==> src/pkg/rbc_pkg.sv <==
// constants, field layouts and helper functions shared by both link ends
// assumes one 20 MHz clock shared by both ends
package rbc_pkg;
	// ==========================================
	// response-time parameter byte layout
	localparam int PRM_E_HI = 7;
	localparam int PRM_E_LO = 6;
	localparam int PRM_B_HI = 5;
	localparam int PRM_B_LO = 3;
	localparam int PRM_A_HI = 2;
	localparam int PRM_A_LO = 0;
	// ==========================================
	// block element layout
	localparam int ELEM_SHORT_BIT = 7;
	localparam int ACC_HI = 6;
	localparam int ACC_LO = 4;
	localparam int MODE_Z_HI = 7;
	localparam int MODE_Z_LO = 3;
	localparam int MODE_TUNNEL_BIT = 2;
	localparam int MODE_ENC_BIT = 1;
	localparam int MODE_FAMILY_BIT = 0;
	localparam logic [2:0] MODE_PLAIN_RF = 3'h0;
	localparam logic [7:0] ELEM_SHORT_HEAD = 8'h80;
	localparam logic [7:0] ELEM_LONG_HEAD = 8'h00;
	localparam int BLOCK_SHIFT = 4;
	// ==========================================
	// response time descriptor
	localparam int DESC_LEN = 8;
	localparam int DESC_READ_IDX = 5;
	localparam int DESC_WRITE_IDX = 6;
	localparam int DESC_ZERO_FIRST = 2;
	localparam int DESC_ZERO_LAST = 4;
	localparam logic [7:0] DESC_FILL = 8'hff;
	localparam logic [7:0] DESC_ZERO = 8'h00;
	// ==========================================
	// limits
	localparam logic [7:0] READ_MAX_SVC = 8'h0f;
	localparam logic [7:0] WRITE_MAX_SVC = 8'h0b;
	localparam logic [7:0] READ_MAX_BLK = 8'h0f;
	localparam logic [7:0] WRITE_MAX_BLK_FEW = 8'h0c;
	localparam logic [7:0] WRITE_MAX_BLK_MANY = 8'h0b;
	localparam logic [7:0] WRITE_FEW_SVC = 8'h08;
	localparam logic [7:0] ENC_PARAM_BLK = 8'h02;
	localparam int MAX_BLK = 15;
	// ==========================================
	// frame codes and status bits
	localparam logic [7:0] CMD_POLL = 8'h00;
	localparam logic [7:0] CMD_READ = 8'h06;
	localparam logic [7:0] CMD_WRITE = 8'h08;
	localparam logic [7:0] RSP_OFFSET = 8'h01;
	localparam logic [7:0] SLOT_FIRST = 8'h00;
	localparam int RSP_HDR_LEN = 2;
	localparam int POLL_RSP_LEN = RSP_HDR_LEN + DESC_LEN;
	localparam int ERR_SVC_CNT = 0;
	localparam int ERR_SVC_DIFF = 1;
	localparam int ERR_ELEM = 2;
	localparam int ERR_MODE_DIFF = 3;
	localparam int ERR_BLK_CNT = 4;
	localparam int ERR_FRAME = 5;
	// ==========================================
	// timing: one unit T is 256 x 16 carrier periods
	localparam longint T_CARRIER_PERIODS = 256 * 16;
	localparam longint FC_HZ = 64'd13560000;
	localparam longint CLK_HZ = 64'd20000000;
	localparam int T_CYCLES = int'((T_CARRIER_PERIODS * CLK_HZ) / FC_HZ);
	localparam logic [19:0] POLL_WAIT_UNITS = 20'h00001;
	// ==========================================
	// controller register map
	localparam logic [7:0] REG_CTRL = 8'h00;
	localparam logic [7:0] REG_SVC = 8'h04;
	localparam logic [7:0] REG_SHAPE = 8'h08;
	localparam logic [7:0] REG_STATUS = 8'h0c;
	localparam logic [7:0] REG_TIMING = 8'h10;

	function automatic logic [19:0] resp_units(input logic [7:0] prm, input logic [7:0] n);
		logic [19:0] base;
		base = (20'(prm[PRM_B_HI:PRM_B_LO]) + 20'h1) * 20'(n) + 20'(prm[PRM_A_HI:PRM_A_LO]) + 20'h1;
		return base << (2 * prm[PRM_E_HI:PRM_E_LO]);
	endfunction

	function automatic logic [7:0] max_svc(input logic is_write);
		return is_write ? WRITE_MAX_SVC : READ_MAX_SVC;
	endfunction

	function automatic logic [7:0] max_blk(input logic is_write, input logic [7:0] svc);
		if (!is_write) begin
			return READ_MAX_BLK;
		end
		return (svc <= WRITE_FEW_SVC) ? WRITE_MAX_BLK_FEW : WRITE_MAX_BLK_MANY;
	endfunction
endpackage

==> src/pkg/rbc_if.sv <==
// byte link between reader end and tag end
// assumes both ends clocked by the same clock_in
`timescale 1ns/1ps
interface rbc_if;
	logic cmd_valid;
	logic [7:0] cmd_data;
	logic cmd_last;
	logic rsp_valid;
	logic [7:0] rsp_data;
	logic rsp_last;
	modport tag(input cmd_valid, input cmd_data, input cmd_last,
		output rsp_valid, output rsp_data, output rsp_last);
	modport reader(output cmd_valid, output cmd_data, output cmd_last,
		input rsp_valid, input rsp_data, input rsp_last);
endinterface

==> src/verilog/rbc_tag.sv <==
// tag end: parses command frames, checks parameters, issues block accesses, answers
// assumes one byte per cycle on the link and a half-duplex reader
//
// Overview of operation
// - parameter byte is E[7:6], B[5:3], A[2:0]
// - descriptor byte 5 READ, byte 6 WRITE
// - wait = T*((B+1)n+(A+1))*4^E, T=4096/fc
// - n is block count of command
// - always answer in first time slot
// - services at most 15 READ, 11 WRITE
// - all listed services equal, else error
// - memory addressed in 16-byte blocks
// - access-mode bits 6..4 must be zero
// - bit7 set: two-byte element, byte 1 block
// - bit7 clear: three-byte element with mode byte
// - third byte bits 7..3 must be zero
// - mode bits: tunnel, encrypted, family key
// - family set without encrypted is rejected
// - READ at most 15 blocks, any mode
// - WRITE 12 blocks to 8 services, else 11
// - encrypted data blocks are count minus two
// - descriptor FFh bytes 0,1,7, 00h 2-4
// - all elements share one mode, else error
//
// The address-and-strobe port and the register addresses are this design's own decisions.
`timescale 1ns/1ps
module rbc_tag import rbc_pkg::*; #(
	parameter int MAX_BLOCKS = MAX_BLK
) (
	input wire logic clock_in,
	input wire logic rstn_in,
	rbc_if.tag link,
	input wire logic [7:0] read_param_in,
	input wire logic [7:0] write_param_in,
	output logic acc_valid_out,
	output logic acc_write_out,
	output logic [7:0] acc_block_out,
	output logic [11:0] acc_addr_out,
	output logic [2:0] acc_mode_out,
	output logic acc_tunnel_out,
	output logic acc_encrypted_out,
	output logic acc_family_out,
	output logic [7:0] data_blocks_out,
	output logic err_out
);
	localparam int IW = $clog2(MAX_BLOCKS);
	typedef enum logic [3:0] {T_CMD, T_SLOT, T_SCNT, T_SLO, T_SHI, T_BCNT, T_E0, T_E1, T_E2, T_DRAIN,
		T_DECIDE, T_ISSUE, T_RESP} rbc_tstate_e;
	rbc_tstate_e state, next_state;
	logic [7:0] cmd, svc_cnt, svc_idx, svc_lo, blk_cnt, blk_idx, elem0, errs, new_err, iss_idx, d;
	logic [15:0] svc_first;
	logic [2:0] mode_first, elem_mode;
	logic [7:0] blk_list [MAX_BLOCKS];
	logic [3:0] rsp_idx, rsp_len;
	logic receiving, last_elem, elem_done, is_write, enc_short, issue_ok;
	// descriptor byte i
	function automatic logic [7:0] desc_byte(input logic [3:0] i, input logic [7:0] rp, input logic [7:0] wp);
		if (i == 4'(DESC_READ_IDX)) begin
			return rp;
		end
		if (i == 4'(DESC_WRITE_IDX)) begin
			return wp;
		end
		if (i >= 4'(DESC_ZERO_FIRST) && i <= 4'(DESC_ZERO_LAST)) begin
			return DESC_ZERO;
		end
		return DESC_FILL;
	endfunction
	assign d = link.cmd_data;
	assign receiving = (state != T_DECIDE) && (state != T_ISSUE) && (state != T_RESP);
	assign last_elem = (9'(blk_idx) + 9'h1) >= {1'b0, blk_cnt};
	assign is_write = (cmd == CMD_WRITE);
	assign elem_done = link.cmd_valid && ((state == T_E1 && elem0[ELEM_SHORT_BIT]) || state == T_E2);
	assign elem_mode = (state == T_E2) ? d[2:0] : MODE_PLAIN_RF;
	assign enc_short = mode_first[MODE_ENC_BIT] && (blk_cnt <= ENC_PARAM_BLK);
	assign issue_ok = (errs == 8'h00) && !enc_short && (cmd != CMD_POLL);
	assign rsp_len = (cmd == CMD_POLL) ? 4'(POLL_RSP_LEN) : 4'(RSP_HDR_LEN);
	// ==========================================
	// byte parser next state
	always_comb begin
		next_state = state;
		if (link.cmd_valid) begin
			case (state)
				T_CMD: begin
					if (d == CMD_POLL) begin
						next_state = T_SLOT;
					end else if (d == CMD_READ || d == CMD_WRITE) begin
						next_state = T_SCNT;
					end else begin
						next_state = T_DRAIN;
					end
				end
				T_SLOT: next_state = T_DRAIN;
				T_SCNT: next_state = (d == 8'h00) ? T_BCNT : T_SLO;
				T_SLO: next_state = T_SHI;
				T_SHI: next_state = ((9'(svc_idx) + 9'h1) >= {1'b0, svc_cnt}) ? T_BCNT : T_SLO;
				T_BCNT: next_state = (d == 8'h00) ? T_DRAIN : T_E0;
				T_E0: next_state = T_E1;
				T_E1: begin
					if (elem0[ELEM_SHORT_BIT]) begin
						next_state = last_elem ? T_DRAIN : T_E0;
					end else begin
						next_state = T_E2;
					end
				end
				T_E2: next_state = last_elem ? T_DRAIN : T_E0;
				default: next_state = state;
			endcase
		end
	end
	// ==========================================
	// error detection
	always_comb begin
		new_err = 8'h00;
		if (link.cmd_valid && receiving) begin
			case (state)
				T_CMD: new_err[ERR_FRAME] = (d != CMD_POLL) && (d != CMD_READ) && (d != CMD_WRITE);
				T_SCNT: new_err[ERR_SVC_CNT] = (d == 8'h00) || (d > max_svc(is_write));
				T_SHI: new_err[ERR_SVC_DIFF] = (svc_idx != 8'h00) && ({d, svc_lo} != svc_first);
				T_BCNT: new_err[ERR_BLK_CNT] = (d == 8'h00) || (d > max_blk(is_write, svc_cnt));
				T_E0: new_err[ERR_ELEM] = (d[ACC_HI:ACC_LO] != 3'h0);
				T_E2: new_err[ERR_ELEM] = (d[MODE_Z_HI:MODE_Z_LO] != 5'h00)
					|| (!d[MODE_ENC_BIT] && d[MODE_FAMILY_BIT]);
				default: new_err = 8'h00;
			endcase
			if (elem_done && blk_idx != 8'h00 && elem_mode != mode_first) begin
				new_err[ERR_MODE_DIFF] = 1'b1;
			end
			if (link.cmd_last && next_state != T_DRAIN) begin
				new_err[ERR_FRAME] = 1'b1;
			end
		end
		if (state == T_DECIDE && enc_short) begin
			new_err[ERR_BLK_CNT] = 1'b1;
		end
	end
	always_ff @(posedge clock_in or negedge rstn_in) begin
		if (!rstn_in) begin
			errs <= 8'h00;
		end else if (state == T_RESP && rsp_idx == rsp_len - 4'h1) begin
			errs <= 8'h00;
		end else begin
			errs <= errs | new_err;
		end
	end
	// ==========================================
	// control state
	always_ff @(posedge clock_in or negedge rstn_in) begin
		if (!rstn_in) begin
			state <= T_CMD;
		end else begin
			case (state)
				T_DECIDE: state <= issue_ok ? T_ISSUE : T_RESP;
				T_ISSUE: state <= ((9'(iss_idx) + 9'h1) >= {1'b0, blk_cnt}) ? T_RESP : T_ISSUE;
				T_RESP: state <= (rsp_idx == rsp_len - 4'h1) ? T_CMD : T_RESP;
				default: begin
					if (link.cmd_valid) begin
						state <= link.cmd_last ? T_DECIDE : next_state;
					end
				end
			endcase
		end
	end
	// ==========================================
	// parsed fields
	always_ff @(posedge clock_in or negedge rstn_in) begin
		if (!rstn_in) begin
			cmd <= CMD_POLL;
			svc_cnt <= 8'h00;
			svc_idx <= 8'h00;
			svc_lo <= 8'h00;
			svc_first <= 16'h0000;
			blk_cnt <= 8'h00;
			blk_idx <= 8'h00;
			elem0 <= 8'h00;
			mode_first <= MODE_PLAIN_RF;
		end else if (link.cmd_valid && receiving) begin
			case (state)
				T_CMD: begin
					cmd <= d;
					svc_cnt <= 8'h00;
					svc_idx <= 8'h00;
					blk_cnt <= 8'h00;
					blk_idx <= 8'h00;
					mode_first <= MODE_PLAIN_RF;
				end
				T_SCNT: svc_cnt <= d;
				T_SLO: svc_lo <= d;
				T_SHI: begin
					if (svc_idx == 8'h00) begin
						svc_first <= {d, svc_lo};
					end
					svc_idx <= svc_idx + 8'h01;
				end
				T_BCNT: blk_cnt <= d;
				T_E0: elem0 <= d;
				default: ;
			endcase
			if (elem_done) begin
				if (blk_idx == 8'h00) begin
					mode_first <= elem_mode;
				end
				blk_idx <= blk_idx + 8'h01;
			end
		end
	end
	always_ff @(posedge clock_in) begin
		if (link.cmd_valid && state == T_E1 && blk_idx < 8'(MAX_BLOCKS)) begin
			blk_list[IW'(blk_idx)] <= d;
		end
	end
	// ==========================================
	// block access issue
	always_ff @(posedge clock_in or negedge rstn_in) begin
		if (!rstn_in) begin
			iss_idx <= 8'h00;
			acc_valid_out <= 1'b0;
			acc_write_out <= 1'b0;
			acc_block_out <= 8'h00;
			acc_addr_out <= 12'h000;
			acc_mode_out <= MODE_PLAIN_RF;
			acc_tunnel_out <= 1'b0;
			acc_encrypted_out <= 1'b0;
			acc_family_out <= 1'b0;
			data_blocks_out <= 8'h00;
			err_out <= 1'b0;
		end else begin
			acc_valid_out <= 1'b0;
			err_out <= 1'b0;
			if (state == T_DECIDE) begin
				iss_idx <= 8'h00;
				err_out <= !issue_ok && (cmd != CMD_POLL);
				data_blocks_out <= mode_first[MODE_ENC_BIT] ? blk_cnt - ENC_PARAM_BLK : blk_cnt;
			end else if (state == T_ISSUE) begin
				iss_idx <= iss_idx + 8'h01;
				acc_valid_out <= 1'b1;
				acc_write_out <= is_write;
				acc_block_out <= blk_list[IW'(iss_idx)];
				acc_addr_out <= 12'(blk_list[IW'(iss_idx)]) << BLOCK_SHIFT;
				acc_mode_out <= mode_first;
				acc_tunnel_out <= mode_first[MODE_TUNNEL_BIT];
				acc_encrypted_out <= mode_first[MODE_ENC_BIT];
				acc_family_out <= mode_first[MODE_FAMILY_BIT];
			end
		end
	end
	// ==========================================
	// response frame
	always_ff @(posedge clock_in or negedge rstn_in) begin
		if (!rstn_in) begin
			rsp_idx <= 4'h0;
			link.rsp_valid <= 1'b0;
			link.rsp_data <= 8'h00;
			link.rsp_last <= 1'b0;
		end else if (state == T_RESP) begin
			rsp_idx <= (rsp_idx == rsp_len - 4'h1) ? 4'h0 : rsp_idx + 4'h1;
			link.rsp_valid <= 1'b1;
			link.rsp_last <= (rsp_idx == rsp_len - 4'h1);
			if (rsp_idx == 4'h0) begin
				link.rsp_data <= cmd + RSP_OFFSET;
			end else if (rsp_idx == 4'h1) begin
				link.rsp_data <= (cmd == CMD_POLL) ? SLOT_FIRST : errs | new_err;
			end else begin
				link.rsp_data <= desc_byte(rsp_idx - 4'(RSP_HDR_LEN), read_param_in, write_param_in);
			end
		end else begin
			link.rsp_valid <= 1'b0;
			link.rsp_last <= 1'b0;
		end
	end
endmodule

==> src/flat_wrapper.sv <==
// flat-port wrapper written by rule: the top's interface ports become plain ports
module rbc_tag_flat import rbc_pkg::*;
#(
	parameter int MAX_BLOCKS = MAX_BLK
)
  (clock_in, rstn_in, read_param_in, write_param_in, acc_valid_out, acc_write_out, acc_block_out, acc_addr_out, acc_mode_out, acc_tunnel_out, acc_encrypted_out, acc_family_out, data_blocks_out, err_out, link_cmd_valid, link_cmd_data, link_cmd_last, link_rsp_valid, link_rsp_data, link_rsp_last);
  rbc_if link_i ();
  input wire logic clock_in;
  input wire logic rstn_in;
  input wire logic [7:0] read_param_in;
  input wire logic [7:0] write_param_in;
  output logic acc_valid_out;
  output logic acc_write_out;
  output logic [7:0] acc_block_out;
  output logic [11:0] acc_addr_out;
  output logic [2:0] acc_mode_out;
  output logic acc_tunnel_out;
  output logic acc_encrypted_out;
  output logic acc_family_out;
  output logic [7:0] data_blocks_out;
  output logic err_out;
  input wire logic [$bits(link_i.cmd_valid)-1:0] link_cmd_valid;
  input wire logic [$bits(link_i.cmd_data)-1:0] link_cmd_data;
  input wire logic [$bits(link_i.cmd_last)-1:0] link_cmd_last;
  output wire logic [$bits(link_i.rsp_valid)-1:0] link_rsp_valid;
  output wire logic [$bits(link_i.rsp_data)-1:0] link_rsp_data;
  output wire logic [$bits(link_i.rsp_last)-1:0] link_rsp_last;
  assign link_i.cmd_valid = link_cmd_valid;
  assign link_i.cmd_data = link_cmd_data;
  assign link_i.cmd_last = link_cmd_last;
  assign link_rsp_valid = link_i.rsp_valid;
  assign link_rsp_data = link_i.rsp_data;
  assign link_rsp_last = link_i.rsp_last;
  rbc_tag #(.MAX_BLOCKS(MAX_BLOCKS)) u_core (.clock_in(clock_in), .rstn_in(rstn_in), .link(link_i), .read_param_in(read_param_in), .write_param_in(write_param_in), .acc_valid_out(acc_valid_out), .acc_write_out(acc_write_out), .acc_block_out(acc_block_out), .acc_addr_out(acc_addr_out), .acc_mode_out(acc_mode_out), .acc_tunnel_out(acc_tunnel_out), .acc_encrypted_out(acc_encrypted_out), .acc_family_out(acc_family_out), .data_blocks_out(data_blocks_out), .err_out(err_out));
endmodule
==> config.mk <==
export PLATFORM = sky130hd
export DESIGN_NAME = rbc_tag_flat
export DESIGN_NICKNAME = d
export VERILOG_FILES = /design/src/pkg/rbc_pkg.sv /design/src/pkg/rbc_if.sv /design/src/verilog/rbc_tag.sv /design/src/flat_wrapper.sv
export SDC_FILE = /design/constraint.sdc
export NUM_CORES = 1
export LEC_CHECK = 0
export BUFFER_PORTS_ARGS = -buffer_cell sky130_fd_sc_hd__buf_2
export CAP_MARGIN = 20
export CELL_PAD_IN_SITES_DETAIL_PLACEMENT = 0
export CELL_PAD_IN_SITES_GLOBAL_PLACEMENT = 1
export CORE_UTILIZATION = 50
export DETAILED_ROUTE_END_ITERATION = 16
export PLACE_DENSITY = 0.89
export SYNTH_ARGS = -nofsm -noshare
export SYNTH_HDL_FRONTEND = slang
export SYNTH_SLANG_ARGS = --single-unit
==> constraint.sdc <==
create_clock -name clock_in -period 3.33 [get_ports clock_in]
set_input_delay 0.1665 -clock clock_in [delete_from_list [all_inputs] [get_ports clock_in]]
set_output_delay 0.1665 -clock clock_in [all_outputs]
set_load 0.1 [all_outputs]
* After elaboration in Yosys (flattened, before gate mapping) *
Memory sizes are Yosys's and may differ from the RTL's. A register that Yosys moved wholly into a read port is not among the register bits.
Cells that the tools add are included.

operators by class
  $add $sub $neg = 11
  $mul = 0
  div/mod/pow operators = 0
  magnitude comparators = 10
  equality and inequality tests = 26
  shifts and indexed selects = 0
  muxes and demuxes = 79
  bitwise logic cells = 2
  reductions and logical operators = 58

operator list
  kind                                                  number
  2-to-1 mux 8 bit                                      19
  case mux 8 bit (2 select lines)                       3
  2-to-1 mux 4 bit                                      11
  logical NOT 8 bit                                     5
  case mux 4 bit (9 select lines)                       1
  adder 8 x 1 -> 8 bit (second input constant)          4
  2-to-1 mux 1 bit                                      32
  nonzero test 8 bit                                    4
  2-to-1 mux 3 bit                                      10
  adder 8 x 1 -> 9 bit (second input constant)          3
  greater-or-equal comparator 9 x 8 -> 1 bit            3
  equality test 4 x 3 -> 1 bit (second input constant)  6
  logical AND 1 bit                                     21
  equality test 4 bit (second input constant)           4
  equality test 8 x 4 -> 1 bit (second input constant)  2
  > comparator 8 bit                                    2
  != test 16 bit                                        1
  != test 4 bit (second input constant)                 4
  AND reduction 2 bit                                   8
  case mux 4 bit (3 select lines)                       1
  nonzero test 2 bit                                    5
  equality test 4 x 1 -> 1 bit (second input constant)  2
  equality test 4 x 2 -> 1 bit (second input constant)  2
  equality test 8 x 3 -> 1 bit (second input constant)  1
  other kinds (24)                                      32

storage, ports and cells
  register bits = 126
  latch bits = 0
  RAM bits = 120
  memory bits (read-only) = 0
  output and inout port bits = 47
  logic and storage cells = 211
  memories kept = 1

memories
  name             words  bits a word  read ports  clocked after memory_dff  write ports  RTL line       source
  u_core.blk_list  15     8            1           1                         1            rbc_tag.sv:53  logic [7:0] blk_list [MAX_BLOCKS];

* Depth between registers and ports, before layout *
Gate-level depths: netlist of run 1.

  depth after elaboration = 20
  mapped depth = 14
  depth with buffers taken out = 14

* Worst setup path after synthesis of run 1 *
Ideal clock, no wire load.

  kind = flip-flop to flip-flop
  start point = register u_core.iss_idx[0]
  end point = register u_core.state[0]
  setup time = 0.092 ns
  arrival time = 2.432 ns
  required time = 3.238 ns
  setup slack = 0.806 ns
  cell stages (with the launch flop) = 13
  path buffers = 2
  clock period less this slack = 2.524 ns
  cells stage by stage = dfrtp_1 -> buf_4 -> buf_2 -> nand3_1 -> nor2_1 -> nand3_1 -> xnor2_1 -> ha_1 -> a311o_1 -> o32ai_1 -> a21oi_1 -> nand2b_1 -> o31ai_2

on the way
  longest elaborated chain between the ends = 4

RTL lines
  what                                        RTL line        source
  start: declaration                          rbc_tag.sv:50   logic [7:0] cmd, svc_cnt, svc_idx, svc_lo, blk_cnt, blk_idx, elem0, errs, new_err, iss_idx, d;
  start signal: assignment                    rbc_tag.sv:235  iss_idx <= iss_idx + 8'h01;
  adder 8 x 1 -> 9 bit                        rbc_tag.sv:154  T_ISSUE: state <= ((9'(iss_idx) + 9'h1) >= {1'b0, blk_cnt}) ? T_RESP : T_ISSUE;
  greater-or-equal comparator 9 x 8 -> 1 bit  rbc_tag.sv:154
  2-to-1 mux 3 bit                            rbc_tag.sv:154
  case mux 4 bit (3 select lines)             rbc_tag.sv:152  case (state)
  end signal: assignment                      rbc_tag.sv:153  T_DECIDE: state <= issue_ok ? T_ISSUE : T_RESP;
  end signal: assignment                      rbc_tag.sv:154
  end signal: assignment                      rbc_tag.sv:155  T_RESP: state <= (rsp_idx == rsp_len - 4'h1) ? T_CMD : T_RESP;
  end: declaration                            rbc_tag.sv:49   rbc_tstate_e state, next_state;

No other way between the ends.
A chain may end at the register's enable or synchronous reset.

* Final worst setup path of run 1 *
  start point = register u_core.svc_idx[0]
  end point = register u_core.state[2]

on the way
  longest elaborated chain between the ends = 8

RTL lines
  what                                        RTL line        source
  start: declaration                          rbc_tag.sv:50
  start signal: assignment                    rbc_tag.sv:193  svc_idx <= svc_idx + 8'h01;
  adder 8 x 1 -> 9 bit                        rbc_tag.sv:96   T_SHI: next_state = ((9'(svc_idx) + 9'h1) >= {1'b0, svc_cnt}) ? T_BCNT : T_SLO;
  greater-or-equal comparator 9 x 8 -> 1 bit  rbc_tag.sv:96
  2-to-1 mux 3 bit                            rbc_tag.sv:96
  case mux 4 bit (9 select lines)             rbc_tag.sv:83   case (state)
  2-to-1 mux 4 bit                            rbc_tag.sv:82   if (link.cmd_valid) begin
  2-to-1 mux 4 bit                            rbc_tag.sv:158  state <= link.cmd_last ? T_DECIDE : next_state;
  2-to-1 mux 4 bit                            rbc_tag.sv:157  if (link.cmd_valid) begin
  case mux 4 bit (3 select lines)             rbc_tag.sv:152
  end signal: assignment                      rbc_tag.sv:153
  end signal: assignment                      rbc_tag.sv:154
  end signal: assignment                      rbc_tag.sv:158

No other way between the ends. The select of a mux whose other input is x is not followed.

==> results of run 1 <==
-- where the power goes --
part	internal [mW]	total [mW]	leakage (nW)	switching (mW)
combinational	1.62	5.28	2.44	3.66
sequential	3.69	4.26	2.67	0.568
clock	1.88	3.11	0.447	1.23
-- stage by stage --
stage | area (sq um) | setup slack (ns)
after floorplan | 11900 | 0.806
after global placement | 12500 | 0.610
after detailed placement | 12500 | 0.563
after CTS | 13500 | 0.531
after global routing | 13500 | 0.149
final | 13500 | 0.509
-- cells by family after synthesis --
family / share of synthesized area
simple gates: 0.129
flops: 0.558
compound gates: 0.102
buf+inv: 0.0377
mux: 0.0916
xor+xnor: 0.0382
fa+ha+maj: 0.0430
other cells: 0.000314
-- placed cells by master (no fill, tap or decap), types with 6 or more instances in the layout --
cell type	n
o31ai_1	15
nand2b_1	9
a22o_1	17
clkbuf_16	26
a21oi_1	36
edfxtp_1	120
nand2_1	101
nor3_1	14
and2_1	15
xnor2_1	23
inv_1	36
o211ai_1	6
mux2_2	33
o21ai_0	65
and3_1	7
buf_4	21
nor4_1	9
a31oi_1	6
buf_2	69
nor2b_1	9
xor2_1	29
nor2_1	68
dfrtp_1	121
ha_1	41
mux4_2	24
nand4_1	10
mux2i_1	18
nand3_1	35
-- routing by layer --
layer | part of all wire | vias to the layer above | global-route usage
li1 | - | 3769 | -
met1 | 0.44 | 4044 | 0.335
met2 | 0.47 | 275 | 0.366
met3 | 0.072 | 36 | 0.0402
met4 | 0.016 | 0 | 0.0579
met5 | 0 | - | 0
-- sequential cells by signal (all words and copies together), names as in the netlist, 2 cells and up --
| name | count |
|---|---|
| u_core.blk_list | 120 |
| u_core.svc_first | 16 |
| u_core.acc_block_out | 8 |
| u_core.blk_cnt | 8 |
| u_core.blk_idx | 8 |
| u_core.cmd | 8 |
| u_core.data_blocks_out | 8 |
| u_core.iss_idx | 8 |
| u_core.link.rsp_data | 8 |
| u_core.svc_cnt | 8 |
| u_core.svc_idx | 8 |
| u_core.svc_lo | 8 |
| u_core.errs | 6 |
| u_core.rsp_idx | 4 |
| u_core.state | 4 |
| u_core.mode_first | 3 |
| u_core.acc_mode_out | 2 |
-- timing repair --
item                      in CTS  in global routing
hold buffers                   3                  0
gates resized for setup        0                  0
hold endpoints to repair      75                  0
-- layout make-up --
type	count	area [sq um]
multi-input combinational	667	4830
timing repair buffer	93	533
clock inverter	17	256
fill	1882	9910
tap	319	399
inverter	36	135
clock buffer	29	682
sequential	242	6660
-- final timing paths --
kind | slack (ns) | cells past startpoint | from | to
max | 0.51 | 12 | u_core.svc_idx[0]$_DFFE_PN0P_ | u_core.state[2]$_DFFE_PN0P_
min | 0.04 | 1 | link_cmd_data[7] | u_core.blk_list[10][7]$_DFFE_PP_
max reg2reg | 0.51 | 12 | u_core.svc_idx[0]$_DFFE_PN0P_ | u_core.state[2]$_DFFE_PN0P_
min reg2reg | 0.47 | 2 | u_core.link.rsp_data[2]$_DFFE_PN0P_ | u_core.link.rsp_data[2]$_DFFE_PN0P_
max in group asynchronous | 2.10 | 3 | rstn_in | u_core.svc_first[4]$_DFFE_PN0P_
min in group asynchronous | 0.30 | 2 | rstn_in | u_core.link.rsp_data[5]$_DFFE_PN0P_
==> impl_metrics.py, run 1 <==
metrics = {
    "synth": {
        "synth_top_area_share": 0.302,
        "avgSynthCellArea_sq_um": 11.9,
        "synth_top_cell_by_area": "edfxtp_1",
        "synth_edf_count": 120,
        "ys_ff_latch": 242,
        "synth.most_common_cell": "dfrtp_1",
        "async_flop_share": 0.504,
        "ys_types": 73,
        "ys_seq_area_frac": 0.558,
        "yosysWarnings": 0,
        "synth_flop_cell": "dfrtp_1",
        "synth_commonest_cells": "dfrtp_1, edfxtp_1, nand2_1",
        "synth_area_sq_mm": 0.0119,
        "netlist_instances": 1004,
        "synth_area_leaders": "edfxtp_1, dfrtp_1, mux4_2",
    },
    "clock_tree": {
        "cts_tree": "built",
        "clk_latency_ns": 0.55,
        "cts.sink_count": 242,
        "clockBufferDepth": 3,
        "cts_buffers": 26,
        "cts_root_buf": "clkbuf_16",
        "h-tree-depth": 1,
        "post-cts-setup-buffer-count": 0,
        "cts.clk_slew.worst_paths_ns": 0.06,
    },
    "final_layout": {
        "num_antenna_cells": 0,
        "drive_gt1_frac": 0.196,
        "area_delta_synth_final_pct": 13.2,
        "nets": 1135,
        "layout.cells.non_filler": 1403,
        "final_util": 0.577,
    },
    "detailed_routing": {
        "antenna_left": 0,
        "wl_per_cell_um": 19.5,
        "drt_iter0_drc": 650,
        "dr_total_vias": 8124,
        "avgViaCountPerCell": 5.79,
        "wirelength_mm": 27.4,
        "drc": 0,
        "dr.pass1.iters": 5,
    },
    "worst_setup_path": {
        "start_kind": "register",
        "cpPeakStageDelay_ns": 0.42,
        "endpoint_kind": "register",
        "criticalPathCategory": "reg -> reg",
        "worstPathRequired_ns": 3.74,
        "crit_slowest_cell": "dfrtp_1",
        "crit_arrival_ns": 3.23,
        "cp_num_buf_inv": 0,
        "path_delay_family": "compound AO/OA/AOI/OAI gates",
        "crit_chain": "ha_1 -> nand2_1 -> nor2_1 -> xor2_1 -> ha_1 -> a21oi_1 -> a21boi_0 -> a311oi_1 -> a21o_1 -> nand4_1 -> a21oi_1 -> o211ai_1",
        "critPathMaxFanout": 6,
    },
    "pwr": {
        "power_density_mw_per_mm2": 937,
        "irDropWorstVdd_v": 0.000642,
        "leakage_nw": 5.56,
        "power.total_mw": 12.6,
    },
    "timing": {
        "fmax_ghz": 0.354,
        "setup_tns_ns": 0,
        "hold_violations": 0,
        "relSlewSlack": 0.352,
        "worstMarginPinSlew_ns": 0.972,
        "period_minus_slack_ns": 2.82,
        "final_max_slew_viol_count": 0,
        "skew_ns": 0.0176,
        "setup_viol": 0,
        "finalCritPeriodShare": 0.847,
        "whs_ns": 0.0353,
        "rsz0062_at_grt": "no",
    },
    "run": {
        "maxCapViolCount": 0,
    },
    "placement": {
        "dpl.cell_count": 1354,
        "dp_hpwl_mm": 18.4,
        "portBuffers": 70,
        "place_congestion": 0.938,
    },
    "global_routing": {
        "grt-ovfl-total": 0,
        "grt.total_usage": 0.232,
        "grt_max_degree": 75,
        "grt_pass1_wl_mm": 43.3,
        "grt_pass1_vias": 7808,
        "antenna_found_initial": 1,
    },
    "floorplan": {
        "fp.dieW_um": 156,
        "core_area_sq_mm": 0.0234,
        "die_y_um": 156,
        "rows": 56,
        "design.portCount": 75,
        "initial_core_util": 0.510,
        "dieArea_sq_mm": 0.0245,
    },
    "outcome": {
        "status": "finished, final reports clean",
    },
    "worst_hold_path": {
        "hold_class": "in -> reg",
    },
}
Power figures use the tool's default switching activity.
==> inputs of run 2 (changes only) <==
- clock period: 3.33 -> 2.65 ns (I/O delays scaled with it)
==> impl_metrics.py, run 2 (synthesis gave the netlist of run 1 again) <==
metrics = {
    "outcome": {
        "status": "finished, final reports clean",
    },
    "detailed_routing": {
        "dr.pass1.iters": 5,
        "wirelength_mm": 28.0,
        "drt_iter0_drc": 517,
        "wl_per_cell_um": 19.4,
        "avgViaCountPerCell": 5.74,
        "drc": 0,
        "dr_total_vias": 8278,
        "antenna_left": 0,
    },
    "floorplan": {
        "dieArea_sq_mm": 0.0245,
        "rows": 56,
        "core_area_sq_mm": 0.0234,
        "die_y_um": 156,
        "initial_core_util": 0.510,
        "fp.dieW_um": 156,
        "design.portCount": 75,
    },
    "clock_tree": {
        "cts_tree": "built",
        "cts.sink_count": 242,
        "clk_latency_ns": 0.54,
        "cts_buffers": 26,
        "clockBufferDepth": 3,
        "cts.clk_slew.worst_paths_ns": 0.06,
        "h-tree-depth": 1,
        "cts_root_buf": "clkbuf_16",
    },
    "final_layout": {
        "layout_commonest_cell": "edfxtp_1",
        "nets": 1172,
        "largest_register_ffs": 120,
        "num_antenna_cells": 0,
        "area_delta_synth_final_pct": 15.6,
        "drive_gt1_frac": 0.233,
        "mostFrequentLayoutCells": "edfxtp_1, dfrtp_1, nand2_1, buf_2, nor2_1",
        "top_register": "u_core.blk_list",
        "top_regs": "u_core.blk_list: 120 flops, u_core.svc_first: 16 flops",
    },
    "pwr": {
        "share_seq_of_total_power": 0.332,
        "pwr-share-clk": 0.222,
        "power_switching_mw": 6.92,
        "leakage_nw": 5.72,
        "pwr-share-comb": 0.446,
        "p_int_mw": 8.97,
        "irDropWorstVdd_v": 0.000783,
        "p_sw_frac": 0.435,
        "power_density_mw_per_mm2": 1150,
    },
    "global_routing": {
        "antenna_found_initial": 0,
        "grt-ovfl-total": 0,
        "grt.total_usage": 0.234,
        "grt_pass1_wl_mm": 43.8,
        "grt_max_degree": 123,
        "grt_pass1_vias": 7983,
    },
    "worst_setup_path": {
        "cpPeakStageDelay_ns": 0.37,
        "critPathMaxFanout": 4,
        "worst_r2r_path_depth": 10,
        "endpoint_kind": "register",
        "criticalPathCategory": "reg -> reg",
        "crit_arrival_ns": 2.94,
        "crit_chain": "and3_1 -> and3_2 -> xor2_1 -> ha_1 -> a211oi_1 -> nor2_1 -> a311oi_2 -> nand3_1 -> a41o_1 -> a41oi_1",
        "worstPathRequired_ns": 3.10,
        "start_kind": "register",
        "crit_slowest_cell": "dfrtp_1",
    },
    "timing": {
        "hold_violations": 0,
        "relSlewSlack": 0.544,
        "rsz0062_at_grt": "no",
        "setup_viol": 0,
        "finalCritPeriodShare": 0.941,
        "period_minus_slack_ns": 2.49,
        "setup_tns_ns": 0,
        "worstMarginPinSlew_ns": 0.681,
        "final_max_slew_viol_count": 0,
        "fmax_ghz": 0.401,
        "skew_ns": 0.0109,
        "whs_ns": 0.0323,
    },
    "placement": {
        "portBuffers": 70,
        "place_congestion": 0.982,
        "dp_hpwl_mm": 19.2,
    },
    "worst_hold_path": {
        "hold_class": "in -> reg",
        "worstHoldPathCells": 3,
    },
    "run": {
        "maxCapViolCount": 0,
    },
}
run 2: cell types whose count changed in the layout (fill, tap and decap cells not counted), sizes merged:
cell	previous run	this run
bufinv	5	1
buf	90	128
clkbuf	29	38
inv	37	36
dlygate4sd3	3	2
clkinvlp	4	2
run 2: path summary, 6_finish.rpt:
check / slack (ns) / startpoint / end
max: 0.16 / u_core.blk_idx[2]$_DFFE_PN0P_ / u_core.errs[5]$_DFF_PN0_
min: 0.03 / link_cmd_data[0] / u_core.cmd[0]$_DFFE_PN0P_
max reg2reg: 0.16 / u_core.blk_idx[2]$_DFFE_PN0P_ / u_core.errs[5]$_DFF_PN0_
min reg2reg: 0.48 / u_core.link.rsp_data[1]$_DFFE_PN0P_ / u_core.link.rsp_data[1]$_DFFE_PN0P_
max in group asynchronous: 1.87 / rstn_in / u_core.svc_idx[0]$_DFFE_PN0P_
min in group asynchronous: 0.23 / rstn_in / u_core.link.rsp_data[7]$_DFFE_PN0P_
run 2: routing by layer:
| layer | vias to the layer above | track usage | share of wire |
|---|---|---|---|
| li1 | 3859 | - | - |
| met1 | 4162 | 0.337 | 0.45 |
| met2 | 220 | 0.368 | 0.47 |
| met3 | 37 | 0.0388 | 0.058 |
| met4 | 0 | 0.0602 | 0.021 |
| met5 | - | 0 | 0 |
run 2: final cells by class:
type	count	area [sq um]
multi-input cells	667	4910
flip-flops and latches	242	6660
well taps	319	399
repair buffers	130	821
inverters	36	135
clock inverters	10	105
fillers	1880	9620
clock buffers	38	746
run 2: what timing repair did:
action	in CTS	in global routing
endpoints found under the setup margin	0	5
hold buffers	2	0
setup buffers	0	2
resized for setup	0	23
hold endpoints to repair	124	0
run 2: power groups by stage:
stage	Clock (mW)	Sequential (mW)	Combinational (mW)
floorplan	0	6.64	3.97
global placement	0	5.27	6.87
detailed placement	0	5.31	6.95
CTS	3.57	5.25	7.00
global route	3.71	5.36	7.63
finish	3.53	5.27	7.08
run 2: through the flow:
stage | total power [mW] | util | worst slack [ns] | std cells | instance area [sq um]
final | 15.9 | 0.589 | 0.157 | 1442 | 13800
after global routing | 16.7 | 0.589 | 0.00341 | 1442 | 13800
after CTS | 15.8 | 0.584 | 0.0826 | 1440 | 13700
after detailed placement | 12.3 | 0.547 | 0.0870 | 1390 | 12800
after global placement | 12.1 | 0.547 | 0.187 | 1390 | 12800
after floorplan | 10.6 | - | 0.126 | 1007 | 11900
run 2: worst max-delay path, delay by kind of cell (launching register included):
family	cells	cell delay (ns)
AOI/OAI and AO/OA	4	0.87
and+or+nand+nor	4	0.70
DFF	1	0.37
adders and majority gates	1	0.30
xor gates and xnor gates	1	0.16
